**config.mk**
```make
export PLATFORM = sky130hd
export DESIGN_NAME = lvr_top
export DESIGN_NICKNAME = d
export VERILOG_FILES = /design/src/lvr_pkg.sv /design/src/lvr_sync.sv /design/src/lvr_count.sv /design/src/lvr_top.sv
export SDC_FILE = /design/constraint.sdc
export NUM_CORES = 1
export LEC_CHECK = 0
export BUFFER_PORTS_ARGS = -buffer_cell sky130_fd_sc_hd__buf_2
export CORE_ASPECT_RATIO = 2
export CORE_MARGIN = 2
export CORE_UTILIZATION = 44
export CTS_CLUSTER_DIAMETER = 40
export DETAILED_ROUTE_END_ITERATION = 8
export PLACE_DENSITY = 0.76
export SYNTH_ARGS = -nofsm -noshare
export SYNTH_HDL_FRONTEND = slang
export SYNTH_SLANG_ARGS = --single-unit
```
**constraint.sdc**
```tcl
create_clock -name sys_clk -period 1.1 [get_ports sys_clk]
set_input_delay 0.11 -clock sys_clk [delete_from_list [all_inputs] [get_ports sys_clk]]
set_output_delay 0.11 -clock sys_clk [all_outputs]
set_load 0.02 [all_outputs]
```
**src/lvr_pkg.sv**
```systemverilog
// constants for the low voltage reset filter
// assumes one 250 MHz clock, sys_clk, taken as the cpu cycle
// Function
// RQ1: monitor runs straight after reset release
// RQ2: power enable gates all monitoring and resets
// RQ3: reset after nine consecutive low cycles
// RQ4: hold reset until above rising level once
// RQ5: stop mode monitoring needs both enables
// RQ6: flag sets after 32 to 40 crystal cycles
// RQ7: flag clears above rising, holds between levels
// RQ8: any system reset clears the flag
// RQ9: supply reset also pulls reset pin low
// RQ10: no interrupt output exists at all
// RQ11: software polls flag with reset disabled
// RQ12: wait mode keeps monitor, reset wakes it
// RQ13: in stop, trip skips filter, resets directly
// RQ14: stop without stop enable idles monitor
// RQ15: flag is read-only bit 7 of status
// RQ16: comparator synchronised before both counters
// RQ17: crystal clock runs at crystal frequency
package lvr_pkg;
  // register map, plain port with byte address
  localparam logic [15:0] LVR_STATUS_ADDR = 16'hfe0f;
  localparam int LVR_FLAG_BIT = 7;
  localparam logic [7:0] LVR_RDATA_RESET = 8'h00;
  localparam logic LVR_FLAG_RESET = 1'b0;
  // filter lengths
  localparam int LVR_FALL_CYCLES = 9;
  localparam int LVR_RISE_CYCLES = 1;
  localparam int LVR_FLAG_MIN_EDGES = 32;
  localparam int LVR_FLAG_MAX_EDGES = 40;
  // chosen set point inside the window, margin for sync delay
  localparam int LVR_FLAG_SET_EDGES = 34;
  // monitor state
  typedef enum logic [0:0] {
    LVR_ST_WATCH,
    LVR_ST_RESET
  } lvr_state_t;
endpackage : lvr_pkg

```
**src/lvr_sync.sv**
```systemverilog
// three stage synchroniser with agreement filter
// assumes inputs asynchronous to clk; output changes only when
// stages two and three agree
`timescale 1ns/100ps
module lvr_sync #(
  parameter int W = 1
) (
  input wire logic clk,
  input wire logic rst_n,
  input wire logic [W-1:0] d,
  output logic [W-1:0] q
);
  logic [W-1:0] s1_r; // first stage, read only by s2
  logic [W-1:0] s2_r;
  logic [W-1:0] s3_r;
  logic [W-1:0] agree; // bits where stages two and three match

  assign agree = ~(s2_r ^ s3_r);

  // shift chain
  always_ff @(posedge clk or negedge rst_n) begin
    if (!rst_n) begin
      s1_r <= '0;
      s2_r <= '0;
      s3_r <= '0;
    end else begin
      s1_r <= d;
      s2_r <= s1_r;
      s3_r <= s2_r;
    end
  end

  // accepted level, holds while stages disagree
  always_ff @(posedge clk or negedge rst_n) begin
    if (!rst_n) begin
      q <= '0;
    end else begin
      q <= (s2_r & agree) | (q & ~agree);
    end
  end
endmodule : lvr_sync

```
**src/lvr_count.sv**
```systemverilog
// saturating run counter: hit rises once level has stood n steps
// assumes level and step are on the same clock
`timescale 1ns/100ps
module lvr_count #(
  parameter int N = 9,
  parameter int CW = 6
) (
  input wire logic clk,
  input wire logic rst_n,
  input wire logic clear,
  input wire logic level,
  input wire logic step,
  output logic hit
);
  logic [CW-1:0] cnt_r;
  logic [CW-1:0] cnt_nxt;
  localparam logic [CW-1:0] LIMIT = CW'(N);

  // any drop of the level restarts the run
  always_comb begin
    cnt_nxt = cnt_r;
    if (clear || !level) begin
      cnt_nxt = '0;
    end else if (step && cnt_r != LIMIT) begin
      cnt_nxt = cnt_r + 1'b1;
    end
  end

  always_ff @(posedge clk or negedge rst_n) begin
    if (!rst_n) begin
      cnt_r <= '0;
    end else begin
      cnt_r <= cnt_nxt;
    end
  end

  assign hit = (cnt_r == LIMIT);
endmodule : lvr_count

```
**src/lvr_top.sv**
```systemverilog
// supply monitor digital side: filter, forced reset, status flag
// assumes comparator and crystal clock arrive asynchronously,
// configuration and mode inputs come from logic on sys_clk
//
// The plain strobed port is this design's own decision.
`timescale 1ns/100ps
module lvr_top (
  input wire logic sys_clk,
  input wire logic rst_n,
  input wire logic below_falling_trip, // comparator, async
  input wire logic above_rising_trip, // comparator, async
  input wire logic crystal_clock, // sampled, not a clock domain
  input wire logic monitor_power_enable,
  input wire logic low_voltage_reset_enable,
  input wire logic stop_mode_monitor_enable,
  input wire logic stop_mode, // cpu clocks halted
  input wire logic wait_mode,
  input wire logic system_reset_in, // any system reset, level
  input wire logic [15:0] bus_addr,
  input wire logic [7:0] bus_wdata,
  input wire logic bus_wr,
  input wire logic bus_rd,
  output logic [7:0] bus_rdata,
  output logic supply_reset, // system reset request and wake
  output logic reset_pin_out, // open drain, always low value
  output logic reset_pin_oe, // high while pulling pin low
  output logic low_voltage_flag
);
  // reset release through two flops
  logic rst_meta_r;
  logic rst_sync_n_r;
  // synchronised analog and crystal levels
  logic [2:0] sync_q;
  logic below_s;
  logic above_s;
  logic xtal_s;
  logic xtal_d_r; // previous crystal level for edge detect
  logic xtal_rise;
  // monitor activity
  logic active_r;
  logic active_nxt;
  // filter outputs
  logic fall_hit;
  logic flag_hit;
  // state
  lvr_pkg::lvr_state_t state_r;
  lvr_pkg::lvr_state_t state_nxt;
  logic trip;

  // asynchronous assert, synchronous release
  always_ff @(posedge sys_clk or negedge rst_n) begin
    if (!rst_n) begin
      rst_meta_r <= 1'b0;
      rst_sync_n_r <= 1'b0;
    end else begin
      rst_meta_r <= 1'b1;
      rst_sync_n_r <= rst_meta_r;
    end
  end

  // comparator and crystal into the cpu clock domain
  lvr_sync #(
    .W(3)
  ) u_sync (
    .clk(sys_clk),
    .rst_n(rst_sync_n_r),
    .d({crystal_clock, above_rising_trip, below_falling_trip}),
    .q(sync_q)
  ); // RQ16

  assign below_s = sync_q[0];
  assign above_s = sync_q[1];
  assign xtal_s = sync_q[2];

  // crystal rising edges time the flag at crystal frequency
  always_ff @(posedge sys_clk or negedge rst_sync_n_r) begin
    if (!rst_sync_n_r) begin
      xtal_d_r <= 1'b0;
    end else begin
      xtal_d_r <= xtal_s;
    end
  end

  assign xtal_rise = xtal_s & ~xtal_d_r; // RQ17

  // monitor on when powered; in stop also needs stop enable;
  // wait mode keeps it on
  always_comb begin
    active_nxt = monitor_power_enable; // RQ2 RQ12
    if (stop_mode) begin
      active_nxt = monitor_power_enable & stop_mode_monitor_enable; // RQ5 RQ14
    end
  end

  // starts at one so monitoring needs no software action
  always_ff @(posedge sys_clk or negedge rst_sync_n_r) begin
    if (!rst_sync_n_r) begin
      active_r <= 1'b1; // RQ1
    end else begin
      active_r <= active_nxt;
    end
  end

  // nine consecutive cpu cycles at or below the falling level
  lvr_count #(
    .N(lvr_pkg::LVR_FALL_CYCLES),
    .CW(4)
  ) u_fall (
    .clk(sys_clk),
    .rst_n(rst_sync_n_r),
    .clear(~active_r),
    .level(below_s),
    .step(1'b1),
    .hit(fall_hit)
  ); // RQ3

  // crystal edges below the falling level for the flag
  lvr_count #(
    .N(lvr_pkg::LVR_FLAG_SET_EDGES),
    .CW(6)
  ) u_flag (
    .clk(sys_clk),
    .rst_n(rst_sync_n_r),
    .clear(~active_r),
    .level(below_s),
    .step(xtal_rise),
    .hit(flag_hit)
  ); // RQ6

  // stop mode has no cpu cycles to count: synchronised trip resets directly
  always_comb begin
    trip = fall_hit; // RQ3
    if (stop_mode) begin
      trip = below_s; // RQ13
    end
  end

  // watch / hold-in-reset sequence
  always_comb begin
    state_nxt = state_r;
    unique case (state_r)
      lvr_pkg::LVR_ST_WATCH: begin
        // reset only with power and reset enable both set
        if (active_r && low_voltage_reset_enable && trip) begin
          state_nxt = lvr_pkg::LVR_ST_RESET; // RQ3 RQ11
        end
      end
      lvr_pkg::LVR_ST_RESET: begin
        // one cycle above the rising level releases
        if (above_s || !active_r) begin
          state_nxt = lvr_pkg::LVR_ST_WATCH; // RQ4 RQ2
        end
      end
    endcase
  end

  always_ff @(posedge sys_clk or negedge rst_sync_n_r) begin
    if (!rst_sync_n_r) begin
      state_r <= lvr_pkg::LVR_ST_WATCH;
    end else begin
      state_r <= state_nxt;
    end
  end

  // reset request and pin drive from the next state, so both
  // change in the same cycle; reset also ends wait and stop
  always_ff @(posedge sys_clk or negedge rst_sync_n_r) begin
    if (!rst_sync_n_r) begin
      supply_reset <= 1'b0;
      reset_pin_oe <= 1'b0;
      reset_pin_out <= 1'b0;
    end else begin
      supply_reset <= (state_nxt == lvr_pkg::LVR_ST_RESET); // RQ12 RQ13
      reset_pin_oe <= (state_nxt == lvr_pkg::LVR_ST_RESET); // RQ9
      reset_pin_out <= 1'b0; // open drain only ever pulls low
    end
  end

  // status flag; system reset wins over any set
  always_ff @(posedge sys_clk or negedge rst_sync_n_r) begin
    if (!rst_sync_n_r) begin
      low_voltage_flag <= lvr_pkg::LVR_FLAG_RESET;
    end else if (system_reset_in || supply_reset) begin
      low_voltage_flag <= 1'b0; // RQ8
    end else if (!active_r) begin
      low_voltage_flag <= low_voltage_flag; // RQ2
    end else if (above_s) begin
      low_voltage_flag <= 1'b0; // RQ7
    end else if (flag_hit) begin
      low_voltage_flag <= 1'b1; // RQ6
    end
  end

  // read port; writes are ignored, the flag is read-only.
  // no interrupt output is provided.
  always_ff @(posedge sys_clk or negedge rst_sync_n_r) begin
    if (!rst_sync_n_r) begin
      bus_rdata <= lvr_pkg::LVR_RDATA_RESET;
    end else begin
      bus_rdata <= lvr_pkg::LVR_RDATA_RESET;
      if (bus_rd && bus_addr == lvr_pkg::LVR_STATUS_ADDR) begin
        bus_rdata[lvr_pkg::LVR_FLAG_BIT] <= low_voltage_flag; // RQ15 RQ10
      end
    end
  end
endmodule : lvr_top

```
==> metrics.txt, run 1 <==
die height 78.8 um; GR Util All Layers 19.0%; total of max-cap violations 0; aggregate global routing overflow 0; Avg Vias per Cell 5.03; DRT iter0 DRCs 19; num ports 49; non-filler instance count after layout 191; outcome finished, violations left; PwrDens 1400 nW/um2; CTS tree yes; Cells after DPL 173; Core ar. 2700 um2; failing checks setup timing; Die ar. 3260 um2; vias in the first global route 1027; clock skew 4.00 ps; Rows 27; Mapped Area 1230 um2; most frequent cells in the layout 30 x buf_2, 25 x dfrtp_1, 16 x buf_4; PnR worst setup slack -219 ps; sequential cell area fraction in the yosys report 59.1%; Setup TNS -1230 ps; first-pass GRT wire length 4000 um; fin crit period 1320 ps; Routability Congestion 0.734; leakage 0.832 nW; RSZ-0062 raised after global routing yes; final hold vios 0; post-synthesis cell type count 34; final non-filler cell area 1790 um2; Area growth syn-to-layout 45.4%; CTS Sinks 29; CTS max path bufs 2; Synth top area share 57.0%; DIE WIDTH 41.4 um; Worst EP required 1300 ps; Peak VDD IR 0.00127 V; Pins Over Slew Limit 0; CP Launch Type flop; dpl hpwl 1910 um; largest area contributor in the netlist dfrtp_1; CP Class flop to flop; routed len/inst 13.6 um; H-tree levels 2; CTS Root Cell clkbuf_8; most common cell after layout, fill and taps aside buf_2; Synth Area per Inst 11.9 um2; initial antenna violation count 0; asr flop ratio synth 100%; drt pass-1 iters 4; worst endpoint data arrival time 1510 ps; DRC viols 0; Total Nets Final 202; Worst-path clk slew 60 ps; Syn Inst Count 103; Post-synth EDFFs 0; Worst setup EP type flop; Top FF cell, synth dfrtp_1; pin count of the biggest net entering global routing 15; Num CTS Buffers 5; Via Count 961; ANT cells 0; fillers 213; Synth area leaders dfrtp_1 57%, buf_4 5.5%, ha_1 4.1%; Area after DPL 1500 um2; Highest Clock Rate 758 MHz; Synth Register Bits 29; Tcrit/Tclk final 120%; Detail Route Antenna Nets 0; share of layout cells above drive strength 1 51.9%; Initial Utilization 45.5%; crit path max fanout 3; final wirelength 2590 um; worst-skew pair later-pin latency 280 ps; Synthesis Warnings 0; Final setup viols 10; HP Class primary input to flop; port buffer count 30
## stage by stage
| stage | utilization (%) | power, W | hold slack (ps) | setup WS, ps |
|---|---|---|---|---|
| CTS | 63.4 | 0.00251 | 16.5 | -156 |
| global placement | 55.4 | 0.00136 | -105 | -150 |
| floorplan | - | 0.00128 | -186 | -70.5 |
| detailed placement | 55.4 | 0.00137 | -103 | -150 |
| finish | 66.2 | 0.00250 | 19.8 | -219 |
| global route | 66.2 | 0.00262 | 37.0 | -276 |
## cells in the mapped netlist, types with 3 or more instances
library cell  instances
a21oi_1               7
buf_4                 9
dfrtp_1              28
ha_1                  4
inv_1                 3
maj3_1                3
nand2_1               5
nand3_1               4
nand3b_1              3
nand4_1               3
nor2_1                5
o21ai_0               3
## area by class of cell
cell class | instances | area (um2) | share of cell area [%]
flip-flops and latches | 29 | 731 | 40.9
repair buffers | 53 | 343 | 19.2
inverters | 3 | 11.3 | 0.630
well taps | 29 | 36.3 | 2.03
clock buffers | 7 | 86.3 | 4.83
clock inverters | 1 | 30.0 | 1.68
multi-input cells | 69 | 551 | 30.8
## path summary, 6_finish.rpt
kind	startpoint	to	slack, ps	cells after the start
max reg2reg	u_flag.cnt_r[0]	u_flag.cnt_r[1]	-220	5
max	u_flag.cnt_r[0]	u_flag.cnt_r[1]	-220	5
min	stop_mode	active_r	20	2
min reg2reg	rst_sync_n_r	u_sync.s3_r[2]	60	0
max in group asynchronous	rst_sync_n_r	active_r	600	1
min in group asynchronous	rst_sync_n_r	u_sync.s3_r[2]	60	0
## worst max-delay path, cell delays in order (launching register included)
cell and delay [ps]:
dfrtp_1 420, buf_6 140, inv_2 60, ha_2 260
or2_4 240, mux2i_1 130
## repair_timing
item	4_1_cts	5_1_grt
resized for setup	9	13
setup endpoints to repair	11	13
pin swaps	5	7
hold buffers	5	0
buffers inserted	2	3
hold endpoints to repair	6	0
## cells by family (layout without fill, tap and decap cells)
kind of cell               count (synthesis)  count (layout)  synth area share [%]
other                                      2               9                 0.611
AOI/OAI and AO/OA                         17              17                  9.46
and+or+nand+nor                           32              32                  14.9
DFF                                       29              29                  59.1
xor gates and xnor gates                   2               2                  1.42
buffers and inverters                     12              64                  6.41
muxes                                      2               2                  1.63
adders and majority gates                  7               7                  6.51
## report_power, final
| part | switching (W) | internal (W) |
|---|---|---|
| Combinational | 0.000115 | 0.000126 |
| Clock | 0.000371 | 0.000737 |
| Sequential | 0.0000388 | 0.00111 |
| Total | 0.000525 | 0.00198 |
## routing by layer
metal  global-route usage (%)  vias up  routed length [um]  share of wire, %
li1                         -      464                   -                 -
met2                     33.4       39                1470                57
met4                     11.0        0                  70               2.7
met5                        0        -                   0                 0
met3                     6.98        4                 189               7.3
met1                     15.9      454                 860                33
Note: power is estimated with default switching activity, not from simulation.
==> run 2, diff against run 1 <==
Settings changed: CORE_MARGIN 2 to 8, CTS_BUF_LIST from default to sky130_fd_sc_hd__clkbuf_2 sky130_fd_sc_hd__clkbuf_4 sky130_fd_sc_hd__clkbuf_8, RECOVER_POWER from default to 50.
==> metrics.txt, run 2 (synthesized netlist as in run 1, its figures left out) <==
reg2reg path depth 3; leakage 0.807 nW; internal power 0.00193 W; Min Hold Slack 44.4 ps; Die ar. 4850 um2; first-pass GRT wire length 5060 um; PwrDens 1400 nW/um2; Cells after DPL 172; fillers 232; CP Launch Type flop; failing checks setup timing; share of layout cells above drive strength 1 49.1%; Worst setup EP type flop; Area growth syn-to-layout 42.4%; final wirelength 3090 um; worst-skew pair later-pin latency 280 ps; final core occ 64.8%; pin count of the biggest net entering global routing 11; worst endpoint data arrival time 1490 ps; Tcrit/Tclk final 117%; num ports 49; Seq pwr share 47.0%; final hold vios 0; Detail Route Antenna Nets 0; CTS Root Cell clkbuf_8; Highest Clock Rate 776 MHz; Core ar. 2700 um2; Worst-path clk slew 60 ps; Routability Congestion 0.807; drt pass-1 iters 6; port buffer count 30; DRC viols 0; Final setup viols 10; peak per-stage delay on the critical path 510 ps; critical path, cell by cell nand2_1 > or4_1 > a21oi_1; HP Class primary input to flop; P_sw 0.000534 W; GR Util All Layers 13.8%; Initial Utilization 45.5%; switch share 21.7%; ANT cells 0; Avg Vias per Cell 5.32; Rows 27; critical path's slowest cell or4_1; Pins Over Slew Limit 0; Cells on Worst Hold Path 2; Via Count 1001; dpl hpwl 2240 um; CTS max path bufs 2; initial antenna violation count 0; non-filler instance count after layout 188; Worst EP required 1300 ps; outcome finished, violations left; clock skew 9.17 ps; fin crit period 1290 ps; CP Class flop to flop; DRT iter0 DRCs 27; vias in the first global route 1137; DIE WIDTH 53.4 um; CTS Sinks 29; logic gate share of total power 9.4%; die height 90.8 um; PnR worst setup slack -188 ps; Num CTS Buffers 5; most frequent cells in the layout 27 x buf_2, 25 x dfrtp_1, 13 x buf_4; routed len/inst 16.5 um; aggregate global routing overflow 0; Peak VDD IR 0.00122 V; most common cell after layout, fill and taps aside buf_2; total of max-cap violations 0; RSZ-0062 raised after global routing yes; Total Nets Final 199; crit path max fanout 5; H-tree levels 2; Clock Power Share 43.5%; CTS tree yes
run 2: worst paths after layout:
kind | start | to | slack, ps
max in group asynchronous | rst_sync_n_r | low_voltage_flag | 410
hold / removal | monitor_power_enable | active_r | 40
hold reg to reg | rst_sync_n_r | u_sync.s2_r[0] | 140
min in group asynchronous | rst_sync_n_r | u_sync.s2_r[0] | 140
setup / recovery | u_flag.cnt_r[4] | u_flag.cnt_r[5] | -190
setup reg to reg | u_flag.cnt_r[4] | u_flag.cnt_r[5] | -190
run 2: cell type report:
| type | count | area [um2] | share of cell area, % |
|---|---|---|---|
| clock buffers | 6 | 76.3 | 4.36 |
| clock inverters | 2 | 35.0 | 2.00 |
| inverters | 3 | 11.3 | 0.643 |
| multi-input cells | 69 | 544 | 31.1 |
| flip-flops and latches | 29 | 731 | 41.7 |
| well taps | 29 | 36.3 | 2.07 |
| repair buffers | 50 | 318 | 18.1 |
run 2: power by group through the flow:
stage / registers (W) / logic (W) / clock network, W
finish: 0.00116 / 0.000232 / 0.00107
global route: 0.00116 / 0.000252 / 0.00115
CTS: 0.00116 / 0.000224 / 0.00109
detailed placement: 0.00118 / 0.000196 / 0
global placement: 0.00117 / 0.000188 / 0
floorplan: 0.00118 / 0.000106 / 0
run 2: stage by stage:
step / instance area [um2] / setup TNS [ps] / setup WS [ps] / power (W)
2_1_floorplan: 1280 / -291 / -70.5 / 0.00128
3_3_place_gp: 1490 / -583 / -131 / 0.00136
3_5_place_dp: 1490 / -959 / -167 / 0.00137
4_1_cts: 1710 / -874 / -149 / 0.00247
5_1_grt: 1750 / -1690 / -237 / 0.00257
6_report: 1750 / -1030 / -188 / 0.00246
run 2: critical path: cells and delay by family, from the launching register on:
kind | cells | cell delay, ps
simple gates | 2 | 620
flops | 1 | 440
compound gates | 1 | 150
run 2: timing repair:
item / CTS / global route
hold endpoints to repair: 6 / 0
hold buffers: 5 / 0
setup endpoints to repair: 12 / 13
gates resized for setup: 12 / 11
buffers inserted: 2 / 1
pin swaps: 4 / 4
run 2: metal layers:
| metal | up-vias | track usage [%] | part of all wire [%] |
|---|---|---|---|
| met5 | - | 0 | 0 |
| met4 | 0 | 7.42 | 3.2 |
| met3 | 13 | 5.45 | 10 |
| met2 | 53 | 25.1 | 56 |
| met1 | 479 | 11.5 | 31 |
| li1 | 456 | - | - |
==> run 3, diff against run 2 <==
Settings changed: CORE_UTILIZATION 44 to 24, PLACE_DENSITY 0.76 to 0.47.
==> metrics.txt, run 3 (synthesized netlist as in run 1, its figures left out) <==
outcome finished, violations left; failing checks setup timing; initial antenna violation count 0; CP startpoint u_flag.cnt_r[0]; CTS Sinks 29; Min Hold Slack 11.5 ps; pre-CTS setup slack -167 ps; first-pass GRT wire length 4680 um; Core ar. 5050 um2; total of max-cap violations 0; Total Nets Final 201; die height 117 um; peak per-stage delay on the critical path 410 ps; Register Area 731 um2; Initial Utilization 24.4%; crit path max fanout 4; Pins Over Slew Limit 0; P_sw 0.000527 W; most frequent cells in the layout 28 x buf_2, 25 x dfrtp_1, 15 x buf_4; num ports 49; Avg Vias per Cell 4.37; drt pass-1 iters 3; port buffer count 30; clock skew 3.61 ps; reg2reg setup slack -170 ps; Highest Clock Rate 786 MHz; Tcrit/Tclk final 116%; Area growth syn-to-layout 45.2%; internal power 0.00199 W; reg2reg path depth 4; worst endpoint data arrival time 1480 ps; ANT cells 0; most common cell after layout, fill and taps aside buf_2; leakage 0.802 nW; CP Launch Type flop; GR Util All Layers 7.94%; CP bufs+invs 0; Worst setup EP type flop; Rows 37; CTS tree yes; fin crit period 1270 ps; PwrDens 1410 nW/um2; r2r startpoint u_flag.cnt_r[0]; dpl hpwl 2110 um; pin count of the biggest net entering global routing 20; critical path's slowest cell dfrtp_1; CTS Root Cell clkbuf_8; non-filler instance count after layout 219; final hold vios 0; Peak VDD IR 0.000926 V; HP Class primary input to flop; RSZ-0062 raised after global routing yes; critical path, cell by cell ha_2 > nand3b_1 > or3_1 > a21oi_2; Clock Power Share 45.4%; area of the multi-input gates 524 um2; CP Class flop to flop; CP delay by family, top simple AND/OR/NAND/NOR gates; H-tree levels 2; DRT iter0 DRCs 9; Num CTS Buffers 5; capturing point of the worst reg2reg path u_flag.cnt_r[4]; final wirelength 2790 um; CTS max path bufs 2; Tot Pwr 0.00251 W; logic gate share of total power 8.7%; DIE WIDTH 66.6 um; routed len/inst 12.7 um; Die ar. 7810 um2; Area after DPL 1550 um2; switch share 21.0%; Detail Route Antenna Nets 0; final non-filler cell area 1790 um2; Worst EP required 1310 ps; Seq pwr share 45.9%; DRC viols 0; CP endpoint u_flag.cnt_r[4]; Cells after DPL 204; fillers 501; WP depth 4; Via Count 957; vias in the first global route 1078; share of layout cells above drive strength 1 49.1%; Routability Congestion 0.797; aggregate global routing overflow 0; Final setup viols 11; worst-skew pair later-pin latency 280 ps; Worst-path clk slew 60 ps; PnR worst setup slack -172 ps
-- run 3: power by group through the flow --
stage	sequential [W]	combinational, W	clock, W
after global placement	0.00117	0.000199	0
after global routing	0.00116	0.000245	0.00123
after floorplan	0.00118	0.000106	0
final	0.00115	0.000217	0.00114
after detailed placement	0.00117	0.000202	0
after CTS	0.00115	0.000221	0.00119
-- run 3: cell type report --
type	count	share of cell area, %
Clock buffer	7	5.05
Clock inverter	1	1.68
Inverter	3	0.631
Multi-Input combinational cell	69	29.4
Sequential cell	29	40.9
Tap cell	58	4.06
Timing Repair Buffer	52	18.3
-- run 3: worst min path at each step --
| stage | start | to | slack, ps | depth (start not counted) |
|---|---|---|---|---|
| floorplan | rst_n | rst_meta_r | -190 | 0 |
| global placement | rst_n | rst_meta_r | -100 | 1 |
| detailed placement | rst_n | rst_meta_r | -100 | 1 |
| CTS | system_reset_in | low_voltage_flag | 4 | 2 |
| global route | system_reset_in | low_voltage_flag | 7 | 2 |
| finish | system_reset_in | low_voltage_flag | 10 | 2 |
-- run 3: repair_timing --
item	CTS	global route
endpoints found under the hold margin	6	0
setup endpoints to repair	11	15
setup buffers	2	0
resized for setup	8	10
hold buffers	5	0
pin swaps	0	6
-- run 3: stage by stage --
stage                     util, %  setup TNS (ps)
after floorplan                 -            -291
after global placement       30.7            -775
after detailed placement     30.7            -975
after CTS                    34.9           -1100
after global routing         35.4           -1590
final                        35.4           -1040
-- run 3: routing by layer --
layer | global-route usage (%) | up-vias | share of wire [%]
met5 | 0 | - | 0
met4 | 4.88 | 0 | 2.6
met3 | 3.91 | 7 | 10
met2 | 13.4 | 35 | 48
met1 | 7.32 | 451 | 39
li1 | - | 464 | -
-- run 3: worst register-to-register path, stage by stage, from the launching register on --
cell and delay (ps):
dfrtp_1 410, ha_2 200, nand3b_1 120, or3_1 350, a21oi_2 130
